**config.mk**
```make
export PLATFORM = sky130hd
export DESIGN_NAME = abp_arbiter
export DESIGN_NICKNAME = d
export VERILOG_FILES = /design/src/design/abp_pkg.sv /design/src/design/abp_arbiter.sv /design/src/design/abp_sync.sv /design/src/design/abp_halt_timer.sv
export SDC_FILE = /design/constraint.sdc
export NUM_CORES = 1
export LEC_CHECK = 0
export ABC_AREA = 1
export BUFFER_PORTS_ARGS = -buffer_cell sky130_fd_sc_hd__buf_2
export CORE_UTILIZATION = 49
export CTS_BUF_LIST = sky130_fd_sc_hd__clkbuf_8
export DETAILED_ROUTE_END_ITERATION = 10
export PLACE_DENSITY = 0.88
export SYNTH_ARGS = -nofsm -noshare
export SYNTH_HDL_FRONTEND = slang
export SYNTH_SLANG_ARGS = --single-unit
export TNS_END_PERCENT = 20
```
**constraint.sdc**
```tcl
create_clock -name ref_clk -period 1.7 [get_ports ref_clk]
set_clock_uncertainty 0.15 [all_clocks]
set_input_delay 0.17 -clock ref_clk [delete_from_list [all_inputs] [get_ports ref_clk]]
set_output_delay 0.17 -clock ref_clk [all_outputs]
set_load 0.01 [all_outputs]
```
**src/design/abp_pkg.sv**
```systemverilog
// constants and types shared by the backplane processor bus interface
package abp_pkg;
  localparam int ABP_CLK_MHZ = 250;
  localparam int ABP_HALT_MIN_US = 25;
  localparam int ABP_HALT_CYC = ABP_HALT_MIN_US * ABP_CLK_MHZ;
  localparam int ABP_DESKEW_CYC = 2;
  localparam int ABP_AW = 22;
  localparam int ABP_DW = 16;
  localparam int ABP_IOPAGE_AW = 13;
  localparam logic [15:0] ABP_EVENT_VEC = 16'h0040;
  localparam logic [15:0] ABP_HALT_VEC = 16'h0000;
  localparam logic [15:0] ABP_PFAIL_VEC = 16'h0018;
  localparam logic [2:0] ABP_CAUSE_NONE = 3'h0;
  localparam logic [2:0] ABP_CAUSE_HALT = 3'h1;
  localparam logic [2:0] ABP_CAUSE_PFAIL = 3'h2;
  localparam logic [2:0] ABP_CAUSE_EVENT = 3'h3;
  localparam logic [2:0] ABP_CAUSE_IRQ4 = 3'h4;

  typedef enum logic [3:0] {
    ABP_IDLE, ABP_ADDR, ABP_SYNC, ABP_DIN, ABP_DOUT, ABP_WAIT_NEG,
    ABP_END, ABP_ACK, ABP_ACK_END, ABP_GRANT, ABP_DMA
  } abp_state_t;
endpackage

```
**src/design/abp_arbiter.sv**
```systemverilog
// backplane bus master, dma arbiter and processor trap front end
// What this block does
// - grant only when idle, sync not driven
// - halt held 25 us enters console mode
// - refresh line marks refresh on refresh_seen
// - power-ok loss outside console mode starts powerfail trap
// - external event vectors through address 100
// - data-out only after data deskewed, reply ends
// - data-in with sync; sample after reply deskew
// - data-in without sync is interrupt acknowledge
// - sync after address; negation ends transfer
// - write/byte at sync edge, again for byte
// - level four acknowledged when mask bit clear
// - io page select; slaves decode low 13 bits
// - sixteen lines carry address then data
// - extended address lines unused during data
// - bus signals active low except power-ok and address/data lines
`timescale 1ns/10ps
module abp_arbiter
  import abp_pkg::*;
#(
  parameter int HALT_CYC = ABP_HALT_CYC,
  parameter int DESKEW_CYC = ABP_DESKEW_CYC
)(
  input wire logic ref_clk,
  input wire logic rst,
  input wire logic clk_en,
  input wire logic cpu_req,
  input wire logic cpu_write,
  input wire logic cpu_byte,
  input wire logic [ABP_AW-1:0] cpu_addr,
  input wire logic [ABP_DW-1:0] cpu_wdata,
  output logic cpu_ready,
  output logic [ABP_DW-1:0] cpu_rdata,
  input wire logic priority_mask_bit,
  output logic [2:0] trap_cause,
  output logic [ABP_DW-1:0] trap_vector,
  output logic trap_valid,
  input wire logic trap_taken,
  output logic console_mode,
  input wire logic [ABP_AW-1:0] addr_data_lines_in,
  output logic [ABP_AW-1:0] addr_data_lines_out,
  output logic addr_data_lines_oe_n,
  output logic sync_strobe_n,
  output logic data_in_strobe_n,
  output logic data_out_strobe_n,
  output logic write_byte_select_n,
  output logic io_page_select_n,
  output logic irq_ack_chain_out_n,
  output logic dma_grant_out_n,
  output logic bus_initialise_n,
  input wire logic slave_reply_n,
  input wire logic dma_request_n,
  input wire logic grant_acknowledge_n,
  input wire logic processor_halt_n,
  input wire logic memory_refresh_n,
  input wire logic external_event_irq_n,
  input wire logic irq_level_four_n,
  input wire logic power_ok,
  input wire logic dc_power_ok,
  output logic refresh_seen
);
  localparam int NS = 9;
  localparam int DCW = $clog2(DESKEW_CYC + 1);
  localparam logic [DCW-1:0] DSK = DCW'(DESKEW_CYC);

  typedef struct packed {
    abp_state_t st;
    logic [DCW-1:0] dly;
    logic [ABP_AW-1:0] dal;
    logic dal_drv;
    logic sync;
    logic din;
    logic dout;
    logic wtbt;
    logic bs7;
    logic ack_out;
    logic grant;
    logic [ABP_DW-1:0] rdata;
    logic ready;
    logic [2:0] cause;
    logic tvalid;
    logic console;
    logic pok_prev;
    logic halt_done;
    logic event_prev;
    logic pfail_pend;
    logic event_pend;
    logic refr;
  } abp_regs_t;

  abp_regs_t cur_ff;
  abp_regs_t nxt_cur;

  logic [NS-1:0] raw_in;
  logic [NS-1:0] syn_in;
  logic reply;
  logic dmr;
  logic sack;
  logic halt;
  logic memory_refresh;
  logic evnt;
  logic irq4;
  logic pok;
  logic dcok;
  logic halt_long;

  // bus strobes arrive active low; power-ok lines are active high
  assign raw_in = {!slave_reply_n, !dma_request_n, !grant_acknowledge_n,
                   !processor_halt_n, !memory_refresh_n,
                   !external_event_irq_n, !irq_level_four_n,
                   power_ok, dc_power_ok};

  abp_sync #(.WIDTH(NS)) abp_sync_inst (
    .ref_clk(ref_clk),
    .rst(rst),
    .clk_en(clk_en),
    .async_in(raw_in),
    .sync_out(syn_in)
  );

  assign {reply, dmr, sack, halt, memory_refresh, evnt, irq4, pok, dcok} = syn_in;

  abp_halt_timer #(.HALT_CYC(HALT_CYC)) abp_halt_timer_inst (
    .ref_clk(ref_clk),
    .rst(rst),
    .clk_en(clk_en),
    .halt_level(halt),
    .halt_long(halt_long)
  );

  function automatic logic is_io_page(input logic [ABP_AW-1:0] a);
    return &a[ABP_AW-1:ABP_IOPAGE_AW];
  endfunction

  always_comb
  begin
    nxt_cur = cur_ff;
    nxt_cur.ready = 1'b0;
    nxt_cur.pok_prev = pok;
    nxt_cur.event_prev = evnt;
    nxt_cur.halt_done = halt_long;
    nxt_cur.refr = memory_refresh;
    if (cur_ff.pok_prev && !pok && !cur_ff.console)
      nxt_cur.pfail_pend = 1'b1;
    if (evnt && !cur_ff.event_prev)
      nxt_cur.event_pend = 1'b1;
    if (trap_taken && cur_ff.tvalid)
    begin
      nxt_cur.tvalid = 1'b0;
      nxt_cur.cause = ABP_CAUSE_NONE;
    end
    if (!cur_ff.tvalid || trap_taken)
    begin
      if (halt_long && !cur_ff.halt_done)
      begin
        nxt_cur.console = 1'b1;
        nxt_cur.tvalid = 1'b1;
        nxt_cur.cause = ABP_CAUSE_HALT;
      end
      else if (nxt_cur.pfail_pend)
      begin
        nxt_cur.pfail_pend = 1'b0;
        nxt_cur.tvalid = 1'b1;
        nxt_cur.cause = ABP_CAUSE_PFAIL;
      end
      else if (!cur_ff.console && nxt_cur.event_pend)
      begin
        nxt_cur.event_pend = 1'b0;
        nxt_cur.tvalid = 1'b1;
        nxt_cur.cause = ABP_CAUSE_EVENT;
      end
    end
    if (!halt)
      nxt_cur.console = 1'b0;
    case (cur_ff.st)
      ABP_IDLE:
      begin
        if (dmr)
          nxt_cur.st = ABP_GRANT;
        else if (irq4 && !priority_mask_bit && !cur_ff.console
                 && !cur_ff.tvalid)
        begin
          nxt_cur.st = ABP_ACK;
          nxt_cur.din = 1'b1;
          nxt_cur.ack_out = 1'b1;
        end
        else if (cpu_req)
        begin
          nxt_cur.st = ABP_ADDR;
          nxt_cur.dal = cpu_addr;
          nxt_cur.dal_drv = 1'b1;
          nxt_cur.bs7 = is_io_page(cpu_addr);
          nxt_cur.wtbt = cpu_write;
          nxt_cur.dly = '0;
        end
      end
      ABP_ADDR:
      begin
        if (cur_ff.dly == DSK)
        begin
          nxt_cur.sync = 1'b1;
          nxt_cur.dly = '0;
          nxt_cur.st = ABP_SYNC;
        end
        else
          nxt_cur.dly = cur_ff.dly + DCW'(1);
      end
      ABP_SYNC:
      begin
        nxt_cur.bs7 = 1'b0;
        nxt_cur.dly = '0;
        if (cur_ff.wtbt)
        begin
          // only the low word carries data, upper lines held low
          nxt_cur.dal = {{(ABP_AW-ABP_DW){1'b0}}, cpu_wdata};
          nxt_cur.wtbt = cpu_byte;
          nxt_cur.st = ABP_DOUT;
        end
        else
        begin
          nxt_cur.dal_drv = 1'b0;
          nxt_cur.wtbt = 1'b0;
          nxt_cur.din = 1'b1;
          nxt_cur.st = ABP_DIN;
        end
      end
      ABP_DOUT:
      begin
        // data settles for the deskew time before the strobe
        if (!cur_ff.dout && cur_ff.dly == DSK)
          nxt_cur.dout = 1'b1;
        else if (!cur_ff.dout)
          nxt_cur.dly = cur_ff.dly + DCW'(1);
        else if (reply)
        begin
          nxt_cur.dout = 1'b0;
          nxt_cur.wtbt = 1'b0;
          nxt_cur.st = ABP_WAIT_NEG;
        end
      end
      ABP_DIN:
      begin
        if (reply && cur_ff.dly == DSK)
        begin
          nxt_cur.rdata = addr_data_lines_in[ABP_DW-1:0];
          nxt_cur.din = 1'b0;
          nxt_cur.st = ABP_WAIT_NEG;
        end
        else if (reply)
          nxt_cur.dly = cur_ff.dly + DCW'(1);
      end
      ABP_WAIT_NEG:
      begin
        if (!reply)
        begin
          nxt_cur.sync = 1'b0;
          nxt_cur.dal_drv = 1'b0;
          nxt_cur.ready = 1'b1;
          nxt_cur.st = ABP_END;
        end
      end
      ABP_END:
        nxt_cur.st = ABP_IDLE;
      ABP_ACK:
      begin
        if (reply)
        begin
          nxt_cur.rdata = addr_data_lines_in[ABP_DW-1:0];
          nxt_cur.din = 1'b0;
          nxt_cur.ack_out = 1'b0;
          nxt_cur.st = ABP_ACK_END;
        end
      end
      ABP_ACK_END:
      begin
        if (!reply)
        begin
          nxt_cur.tvalid = 1'b1;
          nxt_cur.cause = ABP_CAUSE_IRQ4;
          nxt_cur.st = ABP_IDLE;
        end
      end
      ABP_GRANT:
      begin
        nxt_cur.grant = 1'b1;
        if (sack)
        begin
          nxt_cur.grant = 1'b0;
          nxt_cur.st = ABP_DMA;
        end
        else if (!dmr)
        begin
          nxt_cur.grant = 1'b0;
          nxt_cur.st = ABP_IDLE;
        end
      end
      ABP_DMA:
      begin
        if (!sack)
          nxt_cur.st = ABP_IDLE;
      end
      default:
        nxt_cur.st = ABP_IDLE;
    endcase
  end

  always_ff @(posedge ref_clk)
  begin
    if (rst)
    begin
      cur_ff <= '0;
      cur_ff.st <= ABP_IDLE;
    end
    else if (clk_en)
      cur_ff <= nxt_cur;
  end

  assign cpu_ready = cur_ff.ready;
  assign cpu_rdata = cur_ff.rdata;
  assign trap_cause = cur_ff.cause;
  assign trap_valid = cur_ff.tvalid;
  assign console_mode = cur_ff.console;
  assign refresh_seen = cur_ff.refr;
  assign trap_vector = (cur_ff.cause == ABP_CAUSE_EVENT) ? ABP_EVENT_VEC :
                       (cur_ff.cause == ABP_CAUSE_PFAIL) ? ABP_PFAIL_VEC :
                       (cur_ff.cause == ABP_CAUSE_IRQ4) ? cur_ff.rdata :
                       ABP_HALT_VEC;
  assign addr_data_lines_out = cur_ff.dal;
  assign addr_data_lines_oe_n = !cur_ff.dal_drv;
  assign sync_strobe_n = !cur_ff.sync;
  assign data_in_strobe_n = !cur_ff.din;
  assign data_out_strobe_n = !cur_ff.dout;
  assign write_byte_select_n = !cur_ff.wtbt;
  assign io_page_select_n = !cur_ff.bs7;
  assign irq_ack_chain_out_n = !cur_ff.ack_out;
  assign dma_grant_out_n = !cur_ff.grant;
  // initialise is driven while reset holds or dc power is missing
  assign bus_initialise_n = !(rst || !dcok);
endmodule

```
**src/design/abp_sync.sv**
```systemverilog
// two-flop synchroniser bank for backplane inputs
`timescale 1ns/10ps
module abp_sync
  import abp_pkg::*;
#(
  parameter int WIDTH = 8
)(
  input wire logic ref_clk,
  input wire logic rst,
  input wire logic clk_en,
  input wire logic [WIDTH-1:0] async_in,
  output logic [WIDTH-1:0] sync_out
);
  logic [WIDTH-1:0] meta_ff;
  logic [WIDTH-1:0] sync_ff;

  always_ff @(posedge ref_clk)
  begin
    if (rst)
    begin
      meta_ff <= '0;
      sync_ff <= '0;
    end
    else if (clk_en)
    begin
      meta_ff <= async_in;
      sync_ff <= meta_ff;
    end
  end

  assign sync_out = sync_ff;
endmodule

```
**src/design/abp_halt_timer.sv**
```systemverilog
// counts how long halt has been held; flags once the minimum is reached
`timescale 1ns/10ps
module abp_halt_timer
  import abp_pkg::*;
#(
  parameter int HALT_CYC = ABP_HALT_CYC
)(
  input wire logic ref_clk,
  input wire logic rst,
  input wire logic clk_en,
  input wire logic halt_level,
  output logic halt_long
);
  localparam int CW = $clog2(HALT_CYC + 1);
  localparam logic [CW-1:0] LIMIT = CW'(HALT_CYC);
  logic [CW-1:0] cnt_ff;

  always_ff @(posedge ref_clk)
  begin
    if (rst)
      cnt_ff <= '0;
    else if (clk_en)
    begin
      // release restarts the count, so a glitch never accumulates
      if (!halt_level)
        cnt_ff <= '0;
      else if (cnt_ff != LIMIT)
        cnt_ff <= cnt_ff + CW'(1);
    end
  end

  assign halt_long = (cnt_ff == LIMIT);
endmodule

```
; ---- After elaboration in Yosys (flattened, before gate mapping)
; Index checks and enable logic that the tools add are counted.
[classes]
n_eq_ne = 38
n_addsub = 2
n_mux = 74
n_reduce_logical = 60
[op_table]
columns = op, count
row1 = $mux 16, 5
row2 = $mux 4, 18
row3 = $mux 25, 2
row4 = $pmux 22 s2, 1
row5 = $pmux 4 s10, 1
row6 = $ne 2x2->1 const B, 17
row7 = $pmux 16 s2, 1
row8 = $mux 29, 1
row9 = $mux 13, 2
row10 = $logic_not 1->1, 23
row11 = $mux 2, 11
row12 = $mux 22, 1
row13 = $mux 1, 20
row14 = $reduce_and 9->1, 2
row15 = $reduce_and 7->1, 2
row16 = $add 13x1->13 const B, 1
row17 = $eq 13x13->1 const B, 1
row18 = $ne 13x13->1 const B, 1
row19 = $eq 4x3->1 const B, 3
row20 = $eq 4x4->1 const B, 3
row21 = $reduce_and 12->1, 1
row22 = $logic_and 1x1->1, 11
row23 = $pmux 2 s5, 1
row24 = $reduce_and 5->1, 2
row25 = other kinds (26), 43
[totals]
input_bits = 77
out_inout_bits = 70
regBits = 95

; ---- Depth between registers and ports, before layout
; Gate-level depths: netlist of run 1.
[depth]
word_depth = 10
mapped_depth = 11
ltp_nobuf = 11

; ---- Cells and area by module
; Synthesis of run 1 repeated with hierarchy kept, for this count alone.
[unflattened]
cells_unflattened = 832
area_unflattened_um2 = 5358.9
[modules_own_cells]
columns = mod, area_each_um2, cells_each, instances, seq_area_each_um2
row1 = abp_arbiter, 3652.3, 563, 1, 1281.2
row2 = abp_halt_timer, 947.2, 155, 1, 260.2
row3 = abp_sync, 759.5, 114, 1, 360.3

; ---- Worst setup path after synthesis of run 1
; Ideal clock, no wire load.
[synth_path]
path_type = register to register
from = register abp_halt_timer_inst.cnt_ff[0]
to = register abp_halt_timer_inst.cnt_ff[10]
setup_ps = 128
t_required_ps = 1422
t_arrival_ps = 1349
path_stages_with_launch = 12
slack_ps = 73
period_less_slack_ps = 1627
n_path_buf = 1
cell_sequence = dfxtp_1 > inv_1 > ha_1 > nand2_1 > nor2_1 > nand3_1 > nand2_1 > nand2_1 > buf_2 > nor2_1 > nor2_1 > nor2_1
[synth_between]
elab_chain_cells = 3
[synth_rtl]
columns = item, line_no
row1 = from (decl), abp_halt_timer.sv:16  ; logic [CW-1:0] cnt_ff;
row2 = from (signal assigned), abp_halt_timer.sv:28  ; cnt_ff <= cnt_ff + CW'(1);
row3 = $add 13x1->13 or $ne 13x13->1 (tied branches), "abp_halt_timer.sv:28, abp_halt_timer.sv:27"
row4 = $mux 13 or $ne 2x1->1 (tied branches), --
row5 = $mux 13 or $reduce_and 2->1 (tied branches), --
; Several ways; a longest one is shown, not always the timed one. The select of a mux whose other input is x is not followed.
; A chain may end at the register's enable or synchronous reset.

; ---- Worst setup path in the final report of run 1
[layout_path]
from = register cur_ff, in the netlist trap_cause[2]
to = output trap_vector[13]
[layout_between]
elab_chain_cells = 4
[layout_rtl]
columns = item, line_no
row1 = from (decl), abp_arbiter.sv:92  ; abp_regs_t cur_ff;
row2 = from (signal assigned), abp_arbiter.sv:316  ; cur_ff <= nxt_cur;
row3 = $eq 3x3->1, abp_arbiter.sv:327  ; (cur_ff.cause == ABP_CAUSE_IRQ4) ? cur_ff.rdata :
row4 = $mux 16, abp_arbiter.sv:327
row5 = $mux 16, abp_arbiter.sv:326  ; (cur_ff.cause == ABP_CAUSE_PFAIL) ? ABP_PFAIL_VEC :
row6 = $mux 16 *, abp_arbiter.sv:325  ; assign trap_vector = (cur_ff.cause == ABP_CAUSE_EVENT) ? ABP_EVENT_VEC :
row7 = to (decl), abp_arbiter.sv:37  ; output logic [ABP_DW-1:0] trap_vector,
; Mark *: on every way between the ends. The rest lies on a longest branch, timed or not.

==> flow_summary.ini, run 1 <==
[status]
outcome = complete, but fails checks
failed_checks = negative hold slack, negative setup slack

[detailed_routing]
drt_iter0_drc = 496
vias = 5913
drc = 0
routedWlPerCell_um = 14.5
wirelength_um = 16200
viasPerCell = 5.27
ant_nets = 0
drt_pass1_iterations = 6

[die]
io_pins = 147
core-area_um2 = 10400
start_util_pct = 50.7
die_y_um = 106
dieArea_um2 = 11200
floorplan.rows = 37
die_w_um = 106

[finish]
final_nets = 1063
n_antenna_cell = 0
drive_gt1_share_pct = 30.0
area_delta_synth_final_pct = 33.9
stdcell_area_um2 = 7040

[sta]
worst-slew-pin-transition_ps = 348
grt_setup_unrepaired = true
fin_ws_ps = -81.9
period_share_pct = 105
whs_ps = -1.27
hold_violations = 2
slew_viol_final = 0
fmax_ghz = 0.561
setup_viol = 8
fin_crit_ps = 1780
maxSlewHeadroom_pct = 76.6

[global_route]
grt_pass1_wl_um = 23300
grt_max_degree = 68
grt.overflow.total = 0
grt_usage_pct = 25.8
grt_pass1_vias = 5241
antenna_found_initial = 0

[synth]
synthArstFlopShare_pct = 0
synth-warning-count = 0
synth-edff-count = 0
syn_nets = 880
synth_top_area_share_pct = 36.1
netlist_instances = 798
ys_ff_latch = 95
syn-mean-instance-area_um2 = 6.59
yosysTopAreaCell = dfxtp_1
ys.flop_type = dfxtp_1
synth_area_um2 = 5260
synth_area_leaders = dfxtp_1 36%, nand2_1 13%, nor2_1 9.6%
synth_common_cells = 179 x nand2_1, 134 x nor2_1, 95 x dfxtp_1, 76 x inv_1, 59 x a21oi_1
seq_area_frac_synth_pct = 36.1
ys_types = 33
synth.most_common_cell = nand2_1

[worst_setup_path]
reg2regPathDepth = 11
worst_ep_required_time_ps = 1380
cp-start-kind = flop
critPathCaptureType = output port
arrival_ps = 1460
worstPathMaxFanout = 6
worstSetupPathType = reg -> out

[clock_network]
cts.sink_count = 95
h-tree-depth = 3
root_buffer = clkbuf_8
numCtsBuffers = 9
cts_tree = yes
clockBufferDepth = 2
cts.clk_slew.worst_paths_ps = 110
worst_skew_pair.late_latency_ps = 380

[placed_design]
place_congestion = 0.983
io_buffers = 140
placed_area_um2 = 6090
place_ws_ps = -87.1
post-dp-hpwl_um = 9560

[pwr]
ir_drop_mv = 0.811
pwr_density_cell_nw_per_um2 = 1250
leakage_uw = 0.00332

[run]
drv_cap = 0

[hold_path]
min_path_cells = 5
min_path_type = in -> reg
[worst max-delay path: stages, from the launching register on]
cell,delay (ps)
dfxtp_1,490
nand2_4,130
clkbuf_16,180
nor2_1,120
buf_2,160
[final timing paths]
| check | start | to | slack [ps] |
|---|---|---|---|
| worst max-delay path | trap_cause[2] | trap_vector[13] | -80 |
| worst min-delay path | cpu_wdata[15] | addr_data_lines_out[15] | -1 |
| worst max register to register | abp_halt_timer_inst.cnt_ff[0] | abp_halt_timer_inst.cnt_ff[9] | 20 |
| worst min register to register | cur_ff[33] | cur_ff[33] | 310 |
[layout make-up]
cell class	instances	area, um^2
clock buffer	9	124
clock inverter	7	109
fill	785	3330
inverter	82	315
multi-input combinational	551	2720
sequential	95	1930
tap	136	170
timing repair buffer	242	1670
[flip-flops by register name, indices dropped and copies added, names as in the netlist]
name and cells:
cur_ff 19, addr_data_lines_out 22, refresh_seen 1, abp_halt_timer_inst.cnt_ff 13, cpu_rdata 16, abp_sync_inst.meta_ff 9
cpu_ready 1, console_mode 1, trap_cause 3, abp_sync_inst.sync_out 9, trap_valid 1
[metal layers]
layer | GRT usage (%) | share of wire [%] | routed length (um)
met1 | 30.3 | 40 | 6420
met4 | 8.63 | 3.0 | 490
met3 | 4.95 | 7.6 | 1230
met5 | 0 | 0 | 0
met2 | 46.8 | 50 | 8080
[cell families (layout without fill, tap and decap cells)]
kind of cell	after synthesis	after routing	share of synthesized area [%]
xor gates and xnor gates	4	4	0.666
DFF	95	95	36.1
and+or+nand+nor	409	410	34.0
adders and majority gates	5	5	1.19
buffers and inverters	153	340	15.2
AOI/OAI and AO/OA	132	132	12.7
[stage by stage]
stage | total power (uW) | std cells | TNS [ps] | util [%]
2_1_floorplan | 5900 | 798 | 0 | -
3_3_place_gp | 6610 | 1057 | -20.6 | 58.7
3_5_place_dp | 6680 | 1057 | -487 | 58.7
4_1_cts | 8500 | 1116 | 0 | 65.3
5_1_grt | 9370 | 1122 | -916 | 67.9
6_report | 8810 | 1122 | -228 | 67.9
[where the power goes]
group	switching, uW	internal (uW)	total (uW)
Sequential	350	2700	3050
Clock	891	862	1750
Combinational	2390	1620	4010
Total	3630	5180	8810
[what timing repair did]
| action | in CTS | in global routing |
|---|---|---|
| setup endpoints to repair | 41 | 80 |
| gates cloned | 0 | 3 |
| buffers inserted | 0 | 3 |
| pin swaps | 1 | 7 |
| endpoints found under the hold margin | 39 | 0 |
| hold buffers | 43 | 0 |
| gates resized for setup | 9 | 63 |
[placed cells by master, fill, tap and decap left out, types with 25 or more instances in the layout]
master / instances
a21oi_1: 58
nor2_1: 116
nand2_1: 171
nor2_2: 25
buf_2: 138
dlygate4sd3_1: 43
dfxtp_1: 84
nand3_1: 39
o21ai_0: 53
buf_4: 51
inv_1: 73
No activity file was read; power rests on OpenSTA's default activity.
==> inputs of run 2 (changes only) <==
--- a/config.mk
+++ b/config.mk
@@ -7,10 +7,10 @@
 export LEC_CHECK = 0
 export ABC_AREA = 1
 export BUFFER_PORTS_ARGS = -buffer_cell sky130_fd_sc_hd__buf_2
-export CORE_UTILIZATION = 49
+export CORE_UTILIZATION = 50
 export CTS_BUF_LIST = sky130_fd_sc_hd__clkbuf_8
 export DETAILED_ROUTE_END_ITERATION = 10
-export PLACE_DENSITY = 0.88
+export PLACE_DENSITY = 0.79
 export SYNTH_ARGS = -nofsm -noshare
 export SYNTH_HDL_FRONTEND = slang
 export SYNTH_SLANG_ARGS = --single-unit
==> constraint.sdc (replaced) <==
create_clock -name ref_clk -period 2.25 [get_ports ref_clk]
set_clock_uncertainty 0.15 [all_clocks]
set_input_delay 0.225 -clock ref_clk [delete_from_list [all_inputs] [get_ports ref_clk]]
set_output_delay 0.225 -clock ref_clk [all_outputs]
set_load 0.01 [all_outputs]
==> run 2 against run 1 <==
  * The run now ends clean
  * Register-to-register slack better by 210 ps
  * Wire length is 20% lower
  * Sequential share of layout area is 3.4 points higher
  * Global-route usage is 2.0 points lower
  * Clock-buffer cell count stayed put
  * Non-clock buffer count is 70 lower
  * Worst hold slack better by 24 ps
  * Design area is 12% lower
  * Clock power is 34% lower
  * Via count is 12% lower
  * Critical path type unchanged
  * Critical endpoint is now trap_vector[6]
  * Largest power group unchanged
  * Highest routed layer unchanged
==> flow_summary.ini, run 2 (synthesized netlist as in run 1, its figures left out) <==
[status]
outcome = complete, no violations

[die]
io_pins = 147
start_util_pct = 51.2
dieArea_um2 = 10900
core-area_um2 = 10300
die_y_um = 105
floorplan.rows = 37
die_w_um = 105

[sta]
worst-slew-pin-transition_ps = 530
period_share_pct = 90.2
tns_ps = 0
maxSlewHeadroom_pct = 64.6
fmax_ghz = 0.493
hold_violations = 0
grt_setup_unrepaired = false
setup_viol = 0
fin_crit_ps = 2030
fin_ws_ps = 220
slew_viol_final = 0

[global_route]
use_met2_pct = 39.9
antenna_found_initial = 0
gr-usage-met1_pct = 30.7
grt_pass1_vias = 4532
grt_usage_pct = 23.7
grt_max_degree = 68
grt.overflow.total = 0
grt_pass1_wl_um = 21200
grt_use_met3_pct = 3.87
gr-max-usage-layer = met2

[pwr]
leakage_uw = 0.00291
clockPowerShare_pct = 19.3
switching_power_uw = 2540
pwr_density_cell_nw_per_um2 = 973
switching_share_pct = 42.2
ir_drop_mv = 0.413
total_power_uw = 6010
power_frac_comb_pct = 43.0
power.share.sequential_pct = 37.6
power.internal_uw = 3480

[finish]
largest_register_ffs = 22
area_delta_synth_final_pct = 17.5
stdcell_area_um2 = 6180
layout_commonest_cell = nand2_1
final_cell_mix = 179 x nand2_1, 140 x buf_2, 134 x nor2_1
drive_gt1_share_pct = 21.4
num-fill-cells = 997
final_nets = 992
n_antenna_cell = 0

[worst_setup_path]
worstPathCellList = nor2_1, nand2_1, o21ai_0, buf_2
r2r_end = cpu_rdata[10]
setup.reg_to_reg.worst_slack_ps = 230
critPathLaunch = trap_cause[0]
endpoint = trap_vector[6]
critical-path-max-stage-delay_ps = 370
worst_ep_required_time_ps = 1880
reg2regPathDepth = 7
cp-start-kind = flop
r2r-start = cur_ff[60]
worstPathMaxFanout = 16
arrival_ps = 1650
critPathCaptureType = output port
crit_slowest_cell = dfxtp_1
worstSetupPathType = reg -> out

[run]
drv_cap = 0

[detailed_routing]
drt_iter0_drc = 316
drc = 0
ant_nets = 0
drt_pass1_iterations = 6
wirelength_um = 13000
routedWlPerCell_um = 12.3
vias = 5198
viasPerCell = 4.95

[clock_network]
cts.clk_slew.worst_paths_ps = 100
cts.sink_count = 95
root_buffer = clkbuf_8
clockBufferDepth = 2
numCtsBuffers = 9
h-tree-depth = 3
cts_tree = yes
worst_skew_pair.late_latency_ps = 370

[placed_design]
post-dp-hpwl_um = 8850
place_congestion = 0.897
place_ws_ps = 216
io_buffers = 140
placed_area_um2 = 5720

[hold_path]
min_path_type = in -> reg
## run 2: layer usage
| metal | up-vias | share of wire, % |
|---|---|---|
| li1 | 2709 | - |
| met1 | 2296 | 45 |
| met2 | 168 | 47 |
| met3 | 25 | 5.5 |
| met4 | 0 | 2.1 |
| met5 | - | 0 |
## run 2: final cells by class
cell class	instances	area (um^2)	share of cell area (%)
Clock buffer	9	124	2.00
Clock inverter	7	77.6	1.26
Inverter	82	313	5.06
Multi-Input combinational cell	550	2560	41.5
Sequential cell	95	1900	30.8
Tap cell	136	170	2.75
Timing Repair Buffer	172	1030	16.6
## run 2: critical path: cells and delay by family (launching register included)
kind | cells | cell delay [ps]
AND/OR/NAND/NOR | 2 | 430
flip-flops | 1 | 370
AO/OA/AOI/OAI | 1 | 310
buffers and inverters | 1 | 170
## run 2: how the worst min path moves through the flow
stage                               endpoint  slack (ps)  depth (start not counted)            startpoint
detailed placement  abp_sync_inst.meta_ff[5]         260                          2      processor_halt_n
global placement    abp_sync_inst.meta_ff[3]         260                          2  external_event_irq_n
CTS                   addr_data_lines_out[4]          10                          5          cpu_wdata[4]
floorplan           abp_sync_inst.meta_ff[2]         170                          1      irq_level_four_n
finish                addr_data_lines_out[4]          20                          5          cpu_wdata[4]
global route          addr_data_lines_out[4]          40                          5          cpu_wdata[4]
## run 2: power groups by stage
| stage | clock network, uW | logic [uW] | registers [uW] |
|---|---|---|---|
| global route | 1260 | 2880 | 2310 |
| floorplan | 0 | 2200 | 2250 |
| CTS | 1190 | 2580 | 2260 |
| finish | 1160 | 2590 | 2260 |
| global placement | 0 | 2530 | 2280 |
| detailed placement | 0 | 2530 | 2300 |
## run 2: metrics by stage
| stage | std cells | util (%) | hold WS, ps |
|---|---|---|---|
| floorplan | 798 | - | 169 |
| CTS | 1051 | 60.1 | 13.3 |
| global placement | 1010 | 55.7 | 255 |
| detailed placement | 1010 | 55.7 | 259 |
| finish | 1051 | 60.1 | 22.6 |
| global route | 1051 | 60.1 | 41.3 |
## run 2: what timing repair did
item | 4_1_cts | 5_1_grt
setup buffers | 0 | 0
endpoints found under the setup margin | 0 | 16
resized for setup | 0 | 1
hold buffers | 25 | 0
endpoints found under the hold margin | 25 | 0
